--- config.mk ---
export PLATFORM = sky130hd
export DESIGN_NAME = hdlbc_top
export DESIGN_NICKNAME = d
export VERILOG_FILES = /design/src/hdl/hdlbc_pkg.sv /design/src/hdl/hdlbc_rx_ctrl.sv /design/src/hdl/hdlbc_top.sv /design/src/hdl/hdlbc_tx_ctrl.sv
export VERILOG_INCLUDE_DIRS = /design/src /design/src/hdl
export SDC_FILE = /design/constraint.sdc
export NUM_CORES = 1
export LEC_CHECK = 0
export BUFFER_PORTS_ARGS = -buffer_cell sky130_fd_sc_hd__buf_2
export CAP_MARGIN = 20
export CORE_AREA = 2 2 99 139
export DETAILED_ROUTE_END_ITERATION = 12
export DIE_AREA = 0 0 101 141
export PLACE_DENSITY = 0.56
export SLEW_MARGIN = 10
export SYNTH_ARGS = -nofsm -noshare
export SYNTH_HDL_FRONTEND = slang
export SYNTH_SLANG_ARGS = --single-unit
export TNS_END_PERCENT = 20
--- constraint.sdc ---
create_clock -name i_mclk -period 4.25 [get_ports i_mclk]
set_clock_uncertainty 0.05 [all_clocks]
set_input_delay 0.6375 -clock i_mclk [delete_from_list [all_inputs] [get_ports i_mclk]]
set_output_delay 0.6375 -clock i_mclk [all_outputs]
set_load 0.1 [all_outputs]
--- src/hdl/hdlbc_cfg.svh ---
// Constants of the data-link buffer and count control
`ifndef HDLBC_CFG_SVH
`define HDLBC_CFG_SVH
`define HDLBC_CNT_W 7
`define HDLBC_CNT_ZERO 7'h00
`define HDLBC_CNT_ONE 7'h01
`define HDLBC_SEL_BIT 7
`define HDLBC_MODE_BIT 0
`define HDLBC_ADR_W 12
`define HDLBC_IDX_W 10
`define HDLBC_IDX_TXCTL 10'h140
`define HDLBC_IDX_RXCTL 10'h141
`define HDLBC_IDX_TXCNT 10'h144
`define HDLBC_IDX_RXCNT 10'h145
`define HDLBC_IDX_ISTS 10'h146
`define HDLBC_IDX_IMSK 10'h147
`define HDLBC_IRQ_W 2
`define HDLBC_IRQ_TX 0
`define HDLBC_IRQ_RX 1
`define HDLBC_IRQ_RST 2'h0
`define HDLBC_BADR_W 16
`define HDLBC_BUF0_BASE 16'h0600
`define HDLBC_BUF1_BASE 16'h0700
`define HDLBC_ADR_PAD 9'h000
`define HDLBC_DAT_W 32
`define HDLBC_DAT_ZERO 32'h0000_0000
`endif

--- src/hdl/hdlbc_pkg.sv ---
// Shared types of the data-link buffer and count control
`include "hdlbc_cfg.svh"
package hdlbc_pkg;
  typedef logic [`HDLBC_CNT_W-1:0] hdlbc_cnt_t;
  typedef enum logic [1:0] {TX_IDLE = 2'b00, TX_RUN = 2'b01, TX_DONE = 2'b11} hdlbc_tx_e;
  typedef struct packed {
    logic start; logic buf_sel; hdlbc_cnt_t count; logic message_oriented_signalling;
  } hdlbc_tx_cmd_s;
  typedef struct packed {
    logic active; logic busy_buf; logic last_buf; logic eot; logic message_oriented_signalling;
    logic [`HDLBC_BADR_W-1:0] rd_addr;
  } hdlbc_tx_stat_s;
  typedef struct packed {
    logic done; logic buf_ptr; hdlbc_cnt_t bytes; logic repeat_seen;
  } hdlbc_rx_evt_s;
  typedef struct packed {logic ptr; hdlbc_cnt_t len; logic eot;} hdlbc_rx_stat_s;
  typedef struct packed {
    hdlbc_tx_e fsm; logic active; logic busy_buf; logic last_buf; hdlbc_cnt_t cnt;
    hdlbc_cnt_t sent; logic message_oriented_signalling; logic infinite; logic pend; logic pend_buf;
    hdlbc_cnt_t pend_cnt; logic pend_mos; logic [`HDLBC_BADR_W-1:0] rd_addr;
  } hdlbc_tx_st_s;
  typedef struct packed {logic ptr; hdlbc_cnt_t len; hdlbc_cnt_t reps; logic eot;} hdlbc_rx_st_s;
  typedef struct packed {
    logic ack; logic [`HDLBC_DAT_W-1:0] rdat; logic tx_mos; logic rx_mos;
    hdlbc_cnt_t tx_cnt; logic tx_sel; logic tx_start;
    logic [`HDLBC_IRQ_W-1:0] sts; logic [`HDLBC_IRQ_W-1:0] msk; logic irq;
  } hdlbc_top_st_s;
endpackage : hdlbc_pkg

--- src/hdl/hdlbc_rx_ctrl.sv ---
// Receive buffer pointer, length and repetition counting
`timescale 1ns/1ps
`include "hdlbc_cfg.svh"
module hdlbc_rx_ctrl (
  // Clock and reset
  input wire logic i_mclk,
  input wire logic i_rst_n,
  // Mode, software write, receiver events
  input wire logic i_mos,
  input wire logic i_sw_wr,
  input wire logic i_sw_ptr,
  input wire hdlbc_pkg::hdlbc_cnt_t i_sw_cnt,
  input wire hdlbc_pkg::hdlbc_rx_evt_s i_evt,
  // Status
  output hdlbc_pkg::hdlbc_rx_stat_s o_stat
);
  hdlbc_pkg::hdlbc_rx_st_s st_ff, nxt;
  always_comb begin
    nxt = st_ff;
    nxt.eot = 1'b0;
    if (i_sw_wr) begin
      nxt.ptr = i_sw_ptr;
      nxt.len = i_sw_cnt;
      nxt.reps = `HDLBC_CNT_ZERO;
    end
    if (!i_mos && i_evt.repeat_seen && st_ff.len != `HDLBC_CNT_ZERO) begin
      nxt.reps = st_ff.reps + `HDLBC_CNT_ONE;
      if (nxt.reps == st_ff.len) begin
        nxt.eot = 1'b1;
        nxt.reps = `HDLBC_CNT_ZERO;
      end
    end
    if (i_evt.done) begin
      nxt.ptr = i_evt.buf_ptr;
      if (i_mos) begin
        nxt.len = i_evt.bytes;
        nxt.eot = 1'b1;
      end
    end
  end
  always_ff @(posedge i_mclk) begin
    if (!i_rst_n) begin
      st_ff <= '0;
    end else begin
      st_ff <= nxt;
    end
  end
  assign o_stat = '{ptr: st_ff.ptr, len: st_ff.len, eot: st_ff.eot};
  a_rx_rep_end: assert property (
    @(posedge i_mclk) disable iff (!i_rst_n)
    (!i_mos && i_evt.repeat_seen && !i_sw_wr && st_ff.len != `HDLBC_CNT_ZERO
     && st_ff.reps + `HDLBC_CNT_ONE == st_ff.len) |=> st_ff.eot && st_ff.reps == `HDLBC_CNT_ZERO)
    else $error("rx repeat count reached without end event");
endmodule : hdlbc_rx_ctrl

--- src/hdl/hdlbc_top.sv ---
// Data-link buffer select and count control with Wishbone registers
`timescale 1ns/1ps
`include "hdlbc_cfg.svh"
module hdlbc_top (
  // Clock and reset
  input wire logic i_mclk,
  input wire logic i_rst_n,
  // Wishbone slave
  input wire logic i_wb_cyc,
  input wire logic i_wb_stb,
  input wire logic i_wb_we,
  input wire logic [`HDLBC_ADR_W-1:0] i_wb_adr,
  input wire logic [3:0] i_wb_sel,
  input wire logic [`HDLBC_DAT_W-1:0] i_wb_dat,
  output logic [`HDLBC_DAT_W-1:0] o_wb_dat,
  output logic o_wb_ack,
  // Interrupt
  output logic o_irq,
  // Transmit controller side
  input wire logic i_tx_unit_done,
  output logic o_tx_sending,
  output logic o_tx_buf,
  output logic o_tx_mos,
  output logic [`HDLBC_BADR_W-1:0] o_tx_rd_addr,
  // Receive controller side
  input wire hdlbc_pkg::hdlbc_rx_evt_s i_rx_evt,
  output logic o_rx_mos,
  output logic o_rx_ptr,
  output hdlbc_pkg::hdlbc_cnt_t o_rx_len
);

////////////////////////////////////////////////////////////////////////////////

  hdlbc_pkg::hdlbc_top_st_s st_ff;
  hdlbc_pkg::hdlbc_top_st_s nxt;
  hdlbc_pkg::hdlbc_tx_cmd_s tx_cmd;
  hdlbc_pkg::hdlbc_tx_stat_s tx_stat;
  hdlbc_pkg::hdlbc_rx_stat_s rx_stat;
  logic [`HDLBC_IDX_W-1:0] idx;
  logic req;
  logic rd_req;
  logic wr;
  logic rx_wr;
  logic next_free;
  logic [`HDLBC_DAT_W-1:0] rdat;
  logic [`HDLBC_IRQ_W-1:0] evt;
  logic [`HDLBC_IRQ_W-1:0] clr;

  assign idx = i_wb_adr[`HDLBC_ADR_W-1:2];
  assign req = i_wb_cyc && i_wb_stb;
  assign rd_req = req && !i_wb_we && !st_ff.ack;
  // Writes land at the edge where the master samples ack
  assign wr = req && i_wb_we && st_ff.ack && i_wb_sel[0];
  assign rx_wr = wr && idx == `HDLBC_IDX_RXCNT;

////////////////////////////////////////////////////////////////////////////////
// Register read side

  // The buffer in flight is never offered for a new message
  assign next_free = tx_stat.active ? !tx_stat.busy_buf : !tx_stat.last_buf;

  always_comb begin
    rdat = `HDLBC_DAT_ZERO;
    case (idx)
      `HDLBC_IDX_TXCTL: begin
        rdat[`HDLBC_MODE_BIT] = st_ff.tx_mos;
      end
      `HDLBC_IDX_RXCTL: begin
        rdat[`HDLBC_MODE_BIT] = st_ff.rx_mos;
      end
      `HDLBC_IDX_TXCNT: begin
        rdat[`HDLBC_SEL_BIT] = next_free;
        rdat[`HDLBC_CNT_W-1:0] = st_ff.tx_cnt;
      end
      `HDLBC_IDX_RXCNT: begin
        rdat[`HDLBC_SEL_BIT] = rx_stat.ptr;
        rdat[`HDLBC_CNT_W-1:0] = rx_stat.len;
      end
      `HDLBC_IDX_ISTS: begin
        rdat[`HDLBC_IRQ_W-1:0] = st_ff.sts;
      end
      `HDLBC_IDX_IMSK: begin
        rdat[`HDLBC_IRQ_W-1:0] = st_ff.msk;
      end
      default: begin
        rdat = `HDLBC_DAT_ZERO;
      end
    endcase
  end

////////////////////////////////////////////////////////////////////////////////
// Register write side and interrupt

  always_comb begin
    nxt = st_ff;
    nxt.tx_start = 1'b0;
    nxt.ack = req && !st_ff.ack;
    nxt.rdat = rd_req ? rdat : `HDLBC_DAT_ZERO;
    clr = `HDLBC_IRQ_RST;
    evt = `HDLBC_IRQ_RST;
    evt[`HDLBC_IRQ_TX] = tx_stat.eot;
    evt[`HDLBC_IRQ_RX] = rx_stat.eot;
    if (wr) begin
      case (idx)
        `HDLBC_IDX_TXCTL: begin
          nxt.tx_mos = i_wb_dat[`HDLBC_MODE_BIT];
        end
        `HDLBC_IDX_RXCTL: begin
          nxt.rx_mos = i_wb_dat[`HDLBC_MODE_BIT];
        end
        `HDLBC_IDX_TXCNT: begin
          nxt.tx_sel = i_wb_dat[`HDLBC_SEL_BIT];
          nxt.tx_cnt = i_wb_dat[`HDLBC_CNT_W-1:0];
          nxt.tx_start = 1'b1;
        end
        `HDLBC_IDX_ISTS: begin
          clr = i_wb_dat[`HDLBC_IRQ_W-1:0];
        end
        `HDLBC_IDX_IMSK: begin
          nxt.msk = i_wb_dat[`HDLBC_IRQ_W-1:0];
        end
        default: begin
          clr = `HDLBC_IRQ_RST;
        end
      endcase
    end
    // A new event wins over a clear in the same cycle
    nxt.sts = (st_ff.sts & ~clr) | evt;
    nxt.irq = |(nxt.sts & nxt.msk);
  end

  always_ff @(posedge i_mclk) begin
    if (!i_rst_n) begin
      st_ff <= '0;
    end else begin
      st_ff <= nxt;
    end
  end

////////////////////////////////////////////////////////////////////////////////
// Transmit and receive engines

  assign tx_cmd = '{
    start: st_ff.tx_start,
    buf_sel: st_ff.tx_sel,
    count: st_ff.tx_cnt,
    message_oriented_signalling: st_ff.tx_mos
  };

  hdlbc_tx_ctrl hdlbc_tx_ctrl_i (
    .i_mclk(i_mclk),
    .i_rst_n(i_rst_n),
    .i_cmd(tx_cmd),
    .i_unit_done(i_tx_unit_done),
    .o_stat(tx_stat)
  );

  hdlbc_rx_ctrl hdlbc_rx_ctrl_i (
    .i_mclk(i_mclk),
    .i_rst_n(i_rst_n),
    .i_mos(st_ff.rx_mos),
    .i_sw_wr(rx_wr),
    .i_sw_ptr(i_wb_dat[`HDLBC_SEL_BIT]),
    .i_sw_cnt(i_wb_dat[`HDLBC_CNT_W-1:0]),
    .i_evt(i_rx_evt),
    .o_stat(rx_stat)
  );

////////////////////////////////////////////////////////////////////////////////
// Outputs

  assign o_wb_dat = st_ff.rdat;
  assign o_wb_ack = st_ff.ack;
  assign o_irq = st_ff.irq;
  assign o_tx_sending = tx_stat.active;
  assign o_tx_buf = tx_stat.busy_buf;
  assign o_tx_mos = tx_stat.message_oriented_signalling;
  assign o_tx_rd_addr = tx_stat.rd_addr;
  assign o_rx_mos = st_ff.rx_mos;
  assign o_rx_ptr = rx_stat.ptr;
  assign o_rx_len = rx_stat.len;

////////////////////////////////////////////////////////////////////////////////
// Checks

  a_tx_sel_start: assert property (
    @(posedge i_mclk) disable iff (!i_rst_n)
    (wr && idx == `HDLBC_IDX_TXCNT && !tx_stat.active)
    |-> ##2 (o_tx_sending
             && o_tx_buf == $past(i_wb_dat[`HDLBC_SEL_BIT], 2)))
    else $error("selected transmit buffer not started");

  a_tx_free_idle: assert property (
    @(posedge i_mclk) disable iff (!i_rst_n)
    (rd_req && idx == `HDLBC_IDX_TXCNT && !tx_stat.active)
    |=> (o_wb_ack
         && o_wb_dat[`HDLBC_SEL_BIT] == !$past(tx_stat.last_buf)))
    else $error("idle read of free buffer wrong");

  a_tx_free_busy: assert property (
    @(posedge i_mclk) disable iff (!i_rst_n)
    (rd_req && idx == `HDLBC_IDX_TXCNT && tx_stat.active)
    |=> (o_wb_ack
         && o_wb_dat[`HDLBC_SEL_BIT] != $past(tx_stat.busy_buf)))
    else $error("busy buffer offered as free");

  a_tx_mode_take: assert property (
    @(posedge i_mclk) disable iff (!i_rst_n)
    (wr && idx == `HDLBC_IDX_TXCNT && !tx_stat.active)
    |-> ##2 (o_tx_mos == $past(st_ff.tx_mos, 1)))
    else $error("transmit mode not taken at start");

  a_tx_mos_addr: assert property (
    @(posedge i_mclk) disable iff (!i_rst_n)
    (o_tx_sending && o_tx_mos && i_tx_unit_done && !tx_stat.eot)
    |=> (o_tx_rd_addr == $past(o_tx_rd_addr) + 16'h0001 || tx_stat.eot
         || !o_tx_sending))
    else $error("message octet address did not advance");

  a_rx_ptr_take: assert property (
    @(posedge i_mclk) disable iff (!i_rst_n)
    i_rx_evt.done |=> (o_rx_ptr == $past(i_rx_evt.buf_ptr)))
    else $error("receive pointer not updated");

  a_rx_no_limit: assert property (
    @(posedge i_mclk) disable iff (!i_rst_n)
    (!st_ff.rx_mos && o_rx_len == `HDLBC_CNT_ZERO && !rx_wr)
    |=> !rx_stat.eot)
    else $error("end event with zero receive count");

  a_rx_mos_len: assert property (
    @(posedge i_mclk) disable iff (!i_rst_n)
    (i_rx_evt.done && st_ff.rx_mos)
    |=> (o_rx_len == $past(i_rx_evt.bytes) && rx_stat.eot))
    else $error("receive length not stored");

  a_rx_pair_upd: assert property (
    @(posedge i_mclk) disable iff (!i_rst_n)
    (st_ff.rx_mos && $changed(o_rx_len) && !$past(rx_wr))
    |-> $past(i_rx_evt.done) && o_rx_ptr == $past(i_rx_evt.buf_ptr))
    else $error("receive length changed without pointer");

  a_irq_tx_raise: assert property (
    @(posedge i_mclk) disable iff (!i_rst_n)
    (tx_stat.eot && st_ff.msk[`HDLBC_IRQ_TX]
     && !(wr && idx == `HDLBC_IDX_IMSK))
    |=> (o_irq && st_ff.sts[`HDLBC_IRQ_TX]))
    else $error("transmit end event did not interrupt");

  a_wb_ack_once: assert property (
    @(posedge i_mclk) disable iff (!i_rst_n)
    o_wb_ack |=> !o_wb_ack)
    else $error("ack held for two cycles");

  a_wb_ack_time: assert property (
    @(posedge i_mclk) disable iff (!i_rst_n)
    (req && !o_wb_ack) |=> o_wb_ack)
    else $error("ack not given one cycle after request");

////////////////////////////////////////////////////////////////////////////////
// Register, interrupt and transmit base address checks

  a_wb_idle_dat: assert property (
    @(posedge i_mclk) disable iff (!i_rst_n)
    !o_wb_ack |-> o_wb_dat == `HDLBC_DAT_ZERO)
    else $error("read data outside the ack cycle");

  a_wb_rd_mask: assert property (
    @(posedge i_mclk) disable iff (!i_rst_n)
    (rd_req && idx == `HDLBC_IDX_IMSK)
    |=> o_wb_dat[`HDLBC_IRQ_W-1:0] == $past(st_ff.msk))
    else $error("mask read back wrong");

  a_wb_rd_sts: assert property (
    @(posedge i_mclk) disable iff (!i_rst_n)
    (rd_req && idx == `HDLBC_IDX_ISTS)
    |=> o_wb_dat[`HDLBC_IRQ_W-1:0] == $past(st_ff.sts))
    else $error("status read back wrong");

  a_wb_rd_rxcnt: assert property (
    @(posedge i_mclk) disable iff (!i_rst_n)
    (rd_req && idx == `HDLBC_IDX_RXCNT)
    |=> (o_wb_dat[`HDLBC_SEL_BIT] == $past(o_rx_ptr)
         && o_wb_dat[`HDLBC_CNT_W-1:0] == $past(o_rx_len)))
    else $error("receive count read back wrong");

  a_tx_mode_reg: assert property (
    @(posedge i_mclk) disable iff (!i_rst_n)
    (wr && idx == `HDLBC_IDX_TXCTL)
    |=> st_ff.tx_mos == $past(i_wb_dat[`HDLBC_MODE_BIT]))
    else $error("transmit mode bit not stored");

  a_rx_mode_reg: assert property (
    @(posedge i_mclk) disable iff (!i_rst_n)
    (wr && idx == `HDLBC_IDX_RXCTL)
    |=> o_rx_mos == $past(i_wb_dat[`HDLBC_MODE_BIT]))
    else $error("receive mode bit not stored");

  a_tx_base_addr: assert property (
    @(posedge i_mclk) disable iff (!i_rst_n)
    (wr && idx == `HDLBC_IDX_TXCNT && !tx_stat.active)
    |-> ##2 (o_tx_rd_addr == (o_tx_buf ? `HDLBC_BUF1_BASE : `HDLBC_BUF0_BASE)))
    else $error("transmit read not from buffer base");

  a_rx_sw_load: assert property (
    @(posedge i_mclk) disable iff (!i_rst_n)
    (rx_wr && !i_rx_evt.done)
    |=> (o_rx_ptr == $past(i_wb_dat[`HDLBC_SEL_BIT])
         && o_rx_len == $past(i_wb_dat[`HDLBC_CNT_W-1:0])))
    else $error("receive count write not stored");

  a_rx_bos_len: assert property (
    @(posedge i_mclk) disable iff (!i_rst_n)
    (i_rx_evt.done && !st_ff.rx_mos && !rx_wr)
    |=> $stable(o_rx_len))
    else $error("repeat count overwritten by a message");

  a_sts_tx_set: assert property (
    @(posedge i_mclk) disable iff (!i_rst_n)
    tx_stat.eot |=> st_ff.sts[`HDLBC_IRQ_TX])
    else $error("transmit end event not latched");

  a_sts_rx_set: assert property (
    @(posedge i_mclk) disable iff (!i_rst_n)
    rx_stat.eot |=> st_ff.sts[`HDLBC_IRQ_RX])
    else $error("receive end event not latched");

  a_sts_w1c_clear: assert property (
    @(posedge i_mclk) disable iff (!i_rst_n)
    (wr && idx == `HDLBC_IDX_ISTS && i_wb_dat[`HDLBC_IRQ_TX] && !tx_stat.eot)
    |=> !st_ff.sts[`HDLBC_IRQ_TX])
    else $error("transmit status not cleared by a one");

  a_irq_rx_raise: assert property (
    @(posedge i_mclk) disable iff (!i_rst_n)
    (rx_stat.eot && st_ff.msk[`HDLBC_IRQ_RX]
     && !(wr && idx == `HDLBC_IDX_IMSK))
    |=> (o_irq && st_ff.sts[`HDLBC_IRQ_RX]))
    else $error("receive end event did not interrupt");

  a_irq_masked_off: assert property (
    @(posedge i_mclk) disable iff (!i_rst_n)
    (st_ff.msk == `HDLBC_IRQ_RST) |-> !o_irq)
    else $error("interrupt raised while fully masked");

endmodule : hdlbc_top

--- src/hdl/hdlbc_tx_ctrl.sv ---
// Transmit buffer sequencing and octet or repetition counting
`timescale 1ns/1ps
`include "hdlbc_cfg.svh"
module hdlbc_tx_ctrl (
  // Clock and reset
  input wire logic i_mclk,
  input wire logic i_rst_n,
  // Command and link
  input wire hdlbc_pkg::hdlbc_tx_cmd_s i_cmd,
  input wire logic i_unit_done,
  // Status
  output hdlbc_pkg::hdlbc_tx_stat_s o_stat
);
  hdlbc_pkg::hdlbc_tx_st_s st_ff, nxt;
  logic launch, l_buf, l_mos;
  hdlbc_pkg::hdlbc_cnt_t l_cnt;
  always_comb begin
    nxt = st_ff;
    launch = 1'b0;
    l_buf = st_ff.pend_buf;
    l_cnt = st_ff.pend_cnt;
    l_mos = st_ff.pend_mos;
    unique case (st_ff.fsm)
      hdlbc_pkg::TX_IDLE: begin
        // A start queued during the done cycle is launched here, not lost
        launch = st_ff.pend;
        nxt.pend = 1'b0;
      end
      hdlbc_pkg::TX_RUN: begin
        if (i_unit_done) begin
          nxt.sent = st_ff.sent + `HDLBC_CNT_ONE;
          if (st_ff.infinite && st_ff.pend) begin
            launch = 1'b1;
            nxt.pend = 1'b0;
          end else if (!st_ff.infinite && nxt.sent == st_ff.cnt) begin
            nxt.fsm = hdlbc_pkg::TX_DONE;
          end
        end
      end
      hdlbc_pkg::TX_DONE: begin
        nxt.last_buf = st_ff.busy_buf;
        nxt.fsm = hdlbc_pkg::TX_IDLE;
        launch = st_ff.pend;
        nxt.pend = 1'b0;
      end
    endcase
    if (i_cmd.start && st_ff.fsm == hdlbc_pkg::TX_IDLE) begin
      launch = 1'b1;
      l_buf = i_cmd.buf_sel;
      l_cnt = i_cmd.count;
      l_mos = i_cmd.message_oriented_signalling;
    end else if (i_cmd.start && i_cmd.buf_sel != st_ff.busy_buf) begin
      nxt.pend = 1'b1;
      nxt.pend_buf = i_cmd.buf_sel;
      nxt.pend_cnt = i_cmd.count;
      nxt.pend_mos = i_cmd.message_oriented_signalling;
    end
    if (launch) begin
      nxt.fsm = (l_mos && l_cnt == `HDLBC_CNT_ZERO) ? hdlbc_pkg::TX_DONE : hdlbc_pkg::TX_RUN;
      nxt.busy_buf = l_buf;
      nxt.cnt = l_cnt;
      nxt.sent = `HDLBC_CNT_ZERO;
      nxt.message_oriented_signalling = l_mos;
      nxt.infinite = !l_mos && l_cnt == `HDLBC_CNT_ZERO;
    end
    nxt.active = nxt.fsm != hdlbc_pkg::TX_IDLE;
    nxt.rd_addr = (nxt.busy_buf ? `HDLBC_BUF1_BASE : `HDLBC_BUF0_BASE) + {`HDLBC_ADR_PAD, nxt.sent};
  end
  always_ff @(posedge i_mclk) begin
    if (!i_rst_n) begin
      st_ff <= '0;
    end else begin
      st_ff <= nxt;
    end
  end
  assign o_stat = '{active: st_ff.active, busy_buf: st_ff.busy_buf, last_buf: st_ff.last_buf,
                    eot: st_ff.fsm == hdlbc_pkg::TX_DONE, message_oriented_signalling: st_ff.message_oriented_signalling, rd_addr: st_ff.rd_addr};
  a_tx_count_end: assert property (
    @(posedge i_mclk) disable iff (!i_rst_n)
    (st_ff.fsm == hdlbc_pkg::TX_RUN && i_unit_done && !st_ff.infinite
     && st_ff.sent + `HDLBC_CNT_ONE == st_ff.cnt) |=> o_stat.eot ##1 !o_stat.eot)
    else $error("tx count reached without end event");
  a_tx_no_limit: assert property (
    @(posedge i_mclk) disable iff (!i_rst_n)
    (st_ff.infinite && st_ff.fsm == hdlbc_pkg::TX_RUN && !(i_unit_done && st_ff.pend))
    |=> !o_stat.eot)
    else $error("unlimited repetition ended");
endmodule : hdlbc_tx_ctrl
# Word-level counts from Yosys, hierarchy flattened
# Index checks and enable logic that the tools add are counted.
# op_classes
eq_ne	11
add_sub_neg	3
magnitude_cmp	0
n_reduce_logical	37
div_mod_pow	0
shift	0
multipliers	0
n_bitwise	5
n_mux	39
# ops
op	count
10-bit by 9-bit == test with 1-bit output, second input constant	6
7-bit two-way mux	4
8-bit two-way mux	3
10-bit two-way mux	2
2-bit two-way mux	9
9-bit two-way mux	2
16-bit by 7-bit adder with 16-bit output	1
1-bit logical AND	16
15-bit two-way mux	1
7-bit by 1-bit adder with 7-bit output, second input constant	2
7-bit == test	2
1-bit two-way mux	12
6-bit one-hot mux with 2 select lines	1
2-bit AND reduction	6
1-bit zero test	7
7-bit zero test	1
7-bit nonzero test	1
1-bit one-hot mux with 6 select lines	1
2-bit nonzero test	3
2-bit AND	2
1-bit one-hot mux with 2 select lines	2
1-bit one-hot mux with 4 select lines	1
2-bit one-hot mux with 2 select lines	1
2-bit OR reduction	2
other kinds (7)	7
# word_totals
latchBits	0
out_inout_bits	62
word_cells	123
ff_bits	112
ramBits	0
rom_bits	0
mem_count	0

# Depth between registers and ports, before layout
# logic_depth
depth_word	10
mapped_depth	9
ltp_nobuf	8

# Hierarchy
# Synthesis repeated with hierarchy kept, for this count alone.
# unflattened
hier_cells	476
area_unflattened_um2	4092.7
# by_module_without_submodules
module	area_each_um2	cells_per_inst	instances	seq_area_each_um2
hdlbc_tx_ctrl	1741.7	209	1	640.6
hdlbc_top	1318.8	152	1	500.5
hdlbc_rx_ctrl	1032.2	115	1	320.3

# Worst setup path after synthesis
# OpenSTA, ideal clock, no wires.
# synth_path
path_type	reg2reg
start	register st_ff, in the netlist o_wb_ack
end	register hdlbc_rx_ctrl_i.st_ff, in the netlist hdlbc_rx_ctrl_i.o_stat[8]
arrival_ps	2308
n_path_buf	1
setup_slack_ps	1764
required_ps	4072
synth_period_minus_slack_ps	2486
path_stages_with_launch	8
cell_sequence	dfxtp_1 > and3_1 > nand4_1 > nor3_1 > buf_2 > mux2_2 > mux2i_1 > nor2_1
# synth_via
elab_chain_cells	4
# synth_lines
item	line_no	rtl
start: declaration	hdlbc_top.sv:34	hdlbc_pkg::hdlbc_top_st_s st_ff;
start signal: assignment	hdlbc_top.sv:136	st_ff <= nxt;
1-bit logical AND (2 in series)	hdlbc_top.sv:53	assign wr = req && i_wb_we && st_ff.ack && i_wb_sel[0];
1-bit logical AND (no line)	-	
2-bit nonzero test (no line)	-	
end signal: assignment	hdlbc_rx_ctrl.sv:45	st_ff <= nxt;
end: declaration	hdlbc_rx_ctrl.sv:17	hdlbc_pkg::hdlbc_rx_st_s st_ff, nxt;
# No other way between the ends.
# A chain may end at the register's enable or synchronous reset.

# Worst setup path after layout
# layout_path
start	register hdlbc_rx_ctrl_i.st_ff[1] (netlist name)
end	register hdlbc_rx_ctrl_i.st_ff[6] (netlist name)
# layout_via
elab_chain_cells	4
# layout_lines
item	line_no	rtl
7-bit by 1-bit adder with 7-bit output (no line) *	-	
7-bit == test	hdlbc_rx_ctrl.sv:28	if (nxt.reps == st_ff.len) begin
8-bit two-way mux *	hdlbc_rx_ctrl.sv:28	
8-bit two-way mux *	hdlbc_rx_ctrl.sv:26	if (!i_mos && i_evt.repeat_seen && st_ff.len != `HDLBC_CNT_ZERO) begin
# Every way passes the cells marked *; elsewhere a longest branch is shown, timed or not.

==> results.cfg <==
[timing]
final_hold_viol_count = 0
layout_worst_path_cycle_share = 0.584
final_max_slew_viol_count = 0
fmax_mhz = 403
relSlewSlack = 0.389
setup_violations = 0
setup_tns_ps = 0
period_minus_slack_ps = 2480
worst_slew_pin_slew_ps = 909
rsz0062_at_grt = false

[global_routing]
grt_usage = 0.127
antenna_found_initial = 0
grt_max_degree = 33
first_global_vias = 2846
overflow = 0
grt_pass1_wl_um = 13900

[critical_path]
slowest_stage = dfxtp_1
worst_path_largest_cell_delay_ps = 440
reg2reg_slack_ps = 1770
crit_required_ps = 4430
critical_path.cell_chain = ha_1, nand3_2, or3_1, a221oi_2, a311o_2, or4_1, a21bo_1
start_kind = flop
path_max_fanout = 8
end_kind = flop
r2r_end = hdlbc_rx_ctrl_i.st_ff[6]
crit_arrival_ps = 2670
r2r_start = hdlbc_rx_ctrl_i.st_ff[1]
worstRegToRegCells = 7
worstSetupPathType = flop to flop

[cells_and_area]
layout_common_cells = dfxtp_1 (73), nor2_1 (70), buf_2 (66)
diodes = 0
area_delta_synth_final_pct = 13.6
fillers = 1371
nets = 549
drive_above_1_share = 0.192
final_common_cell = dfxtp_1
final_area_um2 = 4360

[logic_synthesis]
netlist_top_cells_area = dfxtp_1 (38%), buf_4 (11%), mux2i_1 (9.1%)
synth_cell_types = 56
ys.flop_type = dfxtp_1
ys_async_sr_fraction = 0
ys_warn_count = 0
synth_top_area_frac = 0.381
synth.avg_cell_area_um2 = 8.74
synth_edf_count = 0
ys_seq_area_frac = 0.381
yosys.area.top_type = dfxtp_1
synthesis.area_um2 = 3830
netlist_instances = 439
synth-seq-cells = 73

[power_and_ir_drop]
power_frac_clock = 0.493
p_switching_mw = 0.438
intPower_mw = 1.26
combinationalPowerShare = 0.103
p_per_area_nw_per_um2 = 390
p_leak_nw = 1.69
power_frac_seq = 0.404
p_sw_frac = 0.257
peakVddDrop_v = 0.000140

[clock_tree]
clockBufferDepth = 2
clk-insertion-delay-late_ps = 330
numCtsBuffers = 9
cts_tree = done
cts_resized = 0
path_clk_slew_ps = 60
cts-root-buf = clkbuf_16
cts_setup_buffers = 0
cts_sinks = 73
postCtsHoldBufs = 0
cts-htree-levels = 3

[status]
status = finished, final reports clean

[placed_design]
io_buffers = 66
hpwl_um = 6920
placed_area_um2 = 4030
routabilityCongestion = 0.817

[worst_hold_path]
hp-start = hdlbc_rx_ctrl_i.o_stat[0]
hold_class = flop to flop
hold_depth = 2
min_to = st_ff[4]

[floorplan]
initial_core_util = 0.292
dieWidth_um = 101
num_rows = 50
dieHeight_um = 141
die_area_um2 = 14200
core_area_um2 = 13100
num_io_pins = 126

[route]
routed_wl_um = 8870
avgViaCountPerCell = 4.74
drt_iter0_markers = 106
wire_per_inst_um = 13.9
drcViolationCount = 0
vias = 3034
final_antenna_net_count = 0
dr.pass1.iters = 4

[job]
cap_viol_max_count = 0
worst max path at each step:
| stage | endpoint | depth (start not counted) | startpoint | slack [ps] |
|---|---|---|---|---|
| floorplan | hdlbc_rx_ctrl_i.o_stat[8] | 7 | o_wb_ack | 1760 |
| global placement | o_wb_dat[0] | 6 | i_wb_adr[9] | 1610 |
| detailed placement | o_wb_dat[0] | 6 | i_wb_adr[9] | 1540 |
| CTS | hdlbc_rx_ctrl_i.st_ff[6] | 7 | hdlbc_rx_ctrl_i.st_ff[1] | 1780 |
| global route | hdlbc_rx_ctrl_i.st_ff[6] | 7 | hdlbc_rx_ctrl_i.st_ff[1] | 1610 |
| finish | hdlbc_rx_ctrl_i.st_ff[6] | 7 | hdlbc_rx_ctrl_i.st_ff[1] | 1770 |
power groups by stage:
| stage | registers [mW] | logic [mW] | clock network [mW] |
|---|---|---|---|
| 3_3_place_gp | 0.702 | 0.174 | 0 |
| 3_5_place_dp | 0.702 | 0.174 | 0 |
| 6_report | 0.687 | 0.174 | 0.839 |
| 5_1_grt | 0.687 | 0.180 | 0.885 |
| 4_1_cts | 0.687 | 0.174 | 0.851 |
| 2_1_floorplan | 0.708 | 0.162 | 0 |
stage by stage:
stage          power [mW]  cells   util  hold WS, ps  setup WS, ps
6_report             1.70    640  0.332          415          1770
4_1_cts              1.71    640  0.332          421          1780
3_3_place_gp        0.876    625  0.307          404          1610
5_1_grt              1.75    640  0.332          457          1610
2_1_floorplan       0.870    468      -          374          1760
3_5_place_dp        0.876    625  0.307          406          1540
critical path: cells and delay by family (launching register included):
family	cells	cell delay, ps
AND/OR/NAND/NOR	3	730
adder cells (fa/ha/maj)	1	310
AO/OA/AOI/OAI	3	840
flip-flops	1	440
registers in the layout (all words and copies together), names as in the netlist, 6 cells and up:
signal / count
hdlbc_tx_ctrl_i.st_ff: 26
st_ff: 14
hdlbc_rx_ctrl_i.o_stat: 9
o_wb_dat: 8
hdlbc_rx_ctrl_i.st_ff: 7
hdlbc_tx_ctrl_i.o_stat: 6
area by class of cell:
| type | count | area [µm²] | share of cell area |
|---|---|---|---|
| well taps | 156 | 195 | 0.0448 |
| repair buffers | 70 | 360 | 0.0827 |
| clock inverters | 2 | 60.1 | 0.0138 |
| flip-flops and latches | 73 | 1460 | 0.335 |
| multi-input cells | 316 | 1970 | 0.453 |
| clock buffers | 13 | 270 | 0.0620 |
| inverters | 10 | 37.5 | 0.00861 |
cells by family after synthesis:
| kind of cell | after synthesis | share of synthesized area |
|---|---|---|
| AND/OR/NAND/NOR | 160 | 0.200 |
| buffers and inverters | 79 | 0.133 |
| flip-flops | 73 | 0.381 |
| AO/OA/AOI/OAI | 60 | 0.117 |
| multiplexers | 36 | 0.0943 |
| XOR/XNOR | 25 | 0.0571 |
| adder cells (fa/ha/maj) | 5 | 0.0163 |
| other | 1 | 0.000978 |
Yosys cell counts (3+ instances only):
| cell type | n |
|---|---|
| xor2_1 | 8 |
| a21oi_1 | 5 |
| o21ai_1 | 3 |
| nor3_1 | 11 |
| or3_1 | 5 |
| nand2b_1 | 3 |
| a211oi_1 | 8 |
| a311oi_1 | 8 |
| dfxtp_1 | 73 |
| buf_1 | 3 |
| nor2_1 | 70 |
| o21a_1 | 4 |
| inv_1 | 10 |
| buf_4 | 56 |
| ha_1 | 5 |
| xnor2_1 | 17 |
| o21ai_0 | 6 |
| mux2i_1 | 35 |
| nand3_1 | 11 |
| nor3b_1 | 4 |
| nand2_1 | 33 |
| clkbuf_1 | 8 |
| nor4_1 | 6 |
| a22oi_1 | 7 |
per-layer routing:
metal,share of wire,global-route usage,vias up
li1,-,-,1529
met1,0.41,0.139,1406
met2,0.52,0.220,80
met3,0.043,0.0317,19
met4,0.030,0.0711,0
met5,0,0,-
No activity file was read; power rests on OpenSTA's default activity.
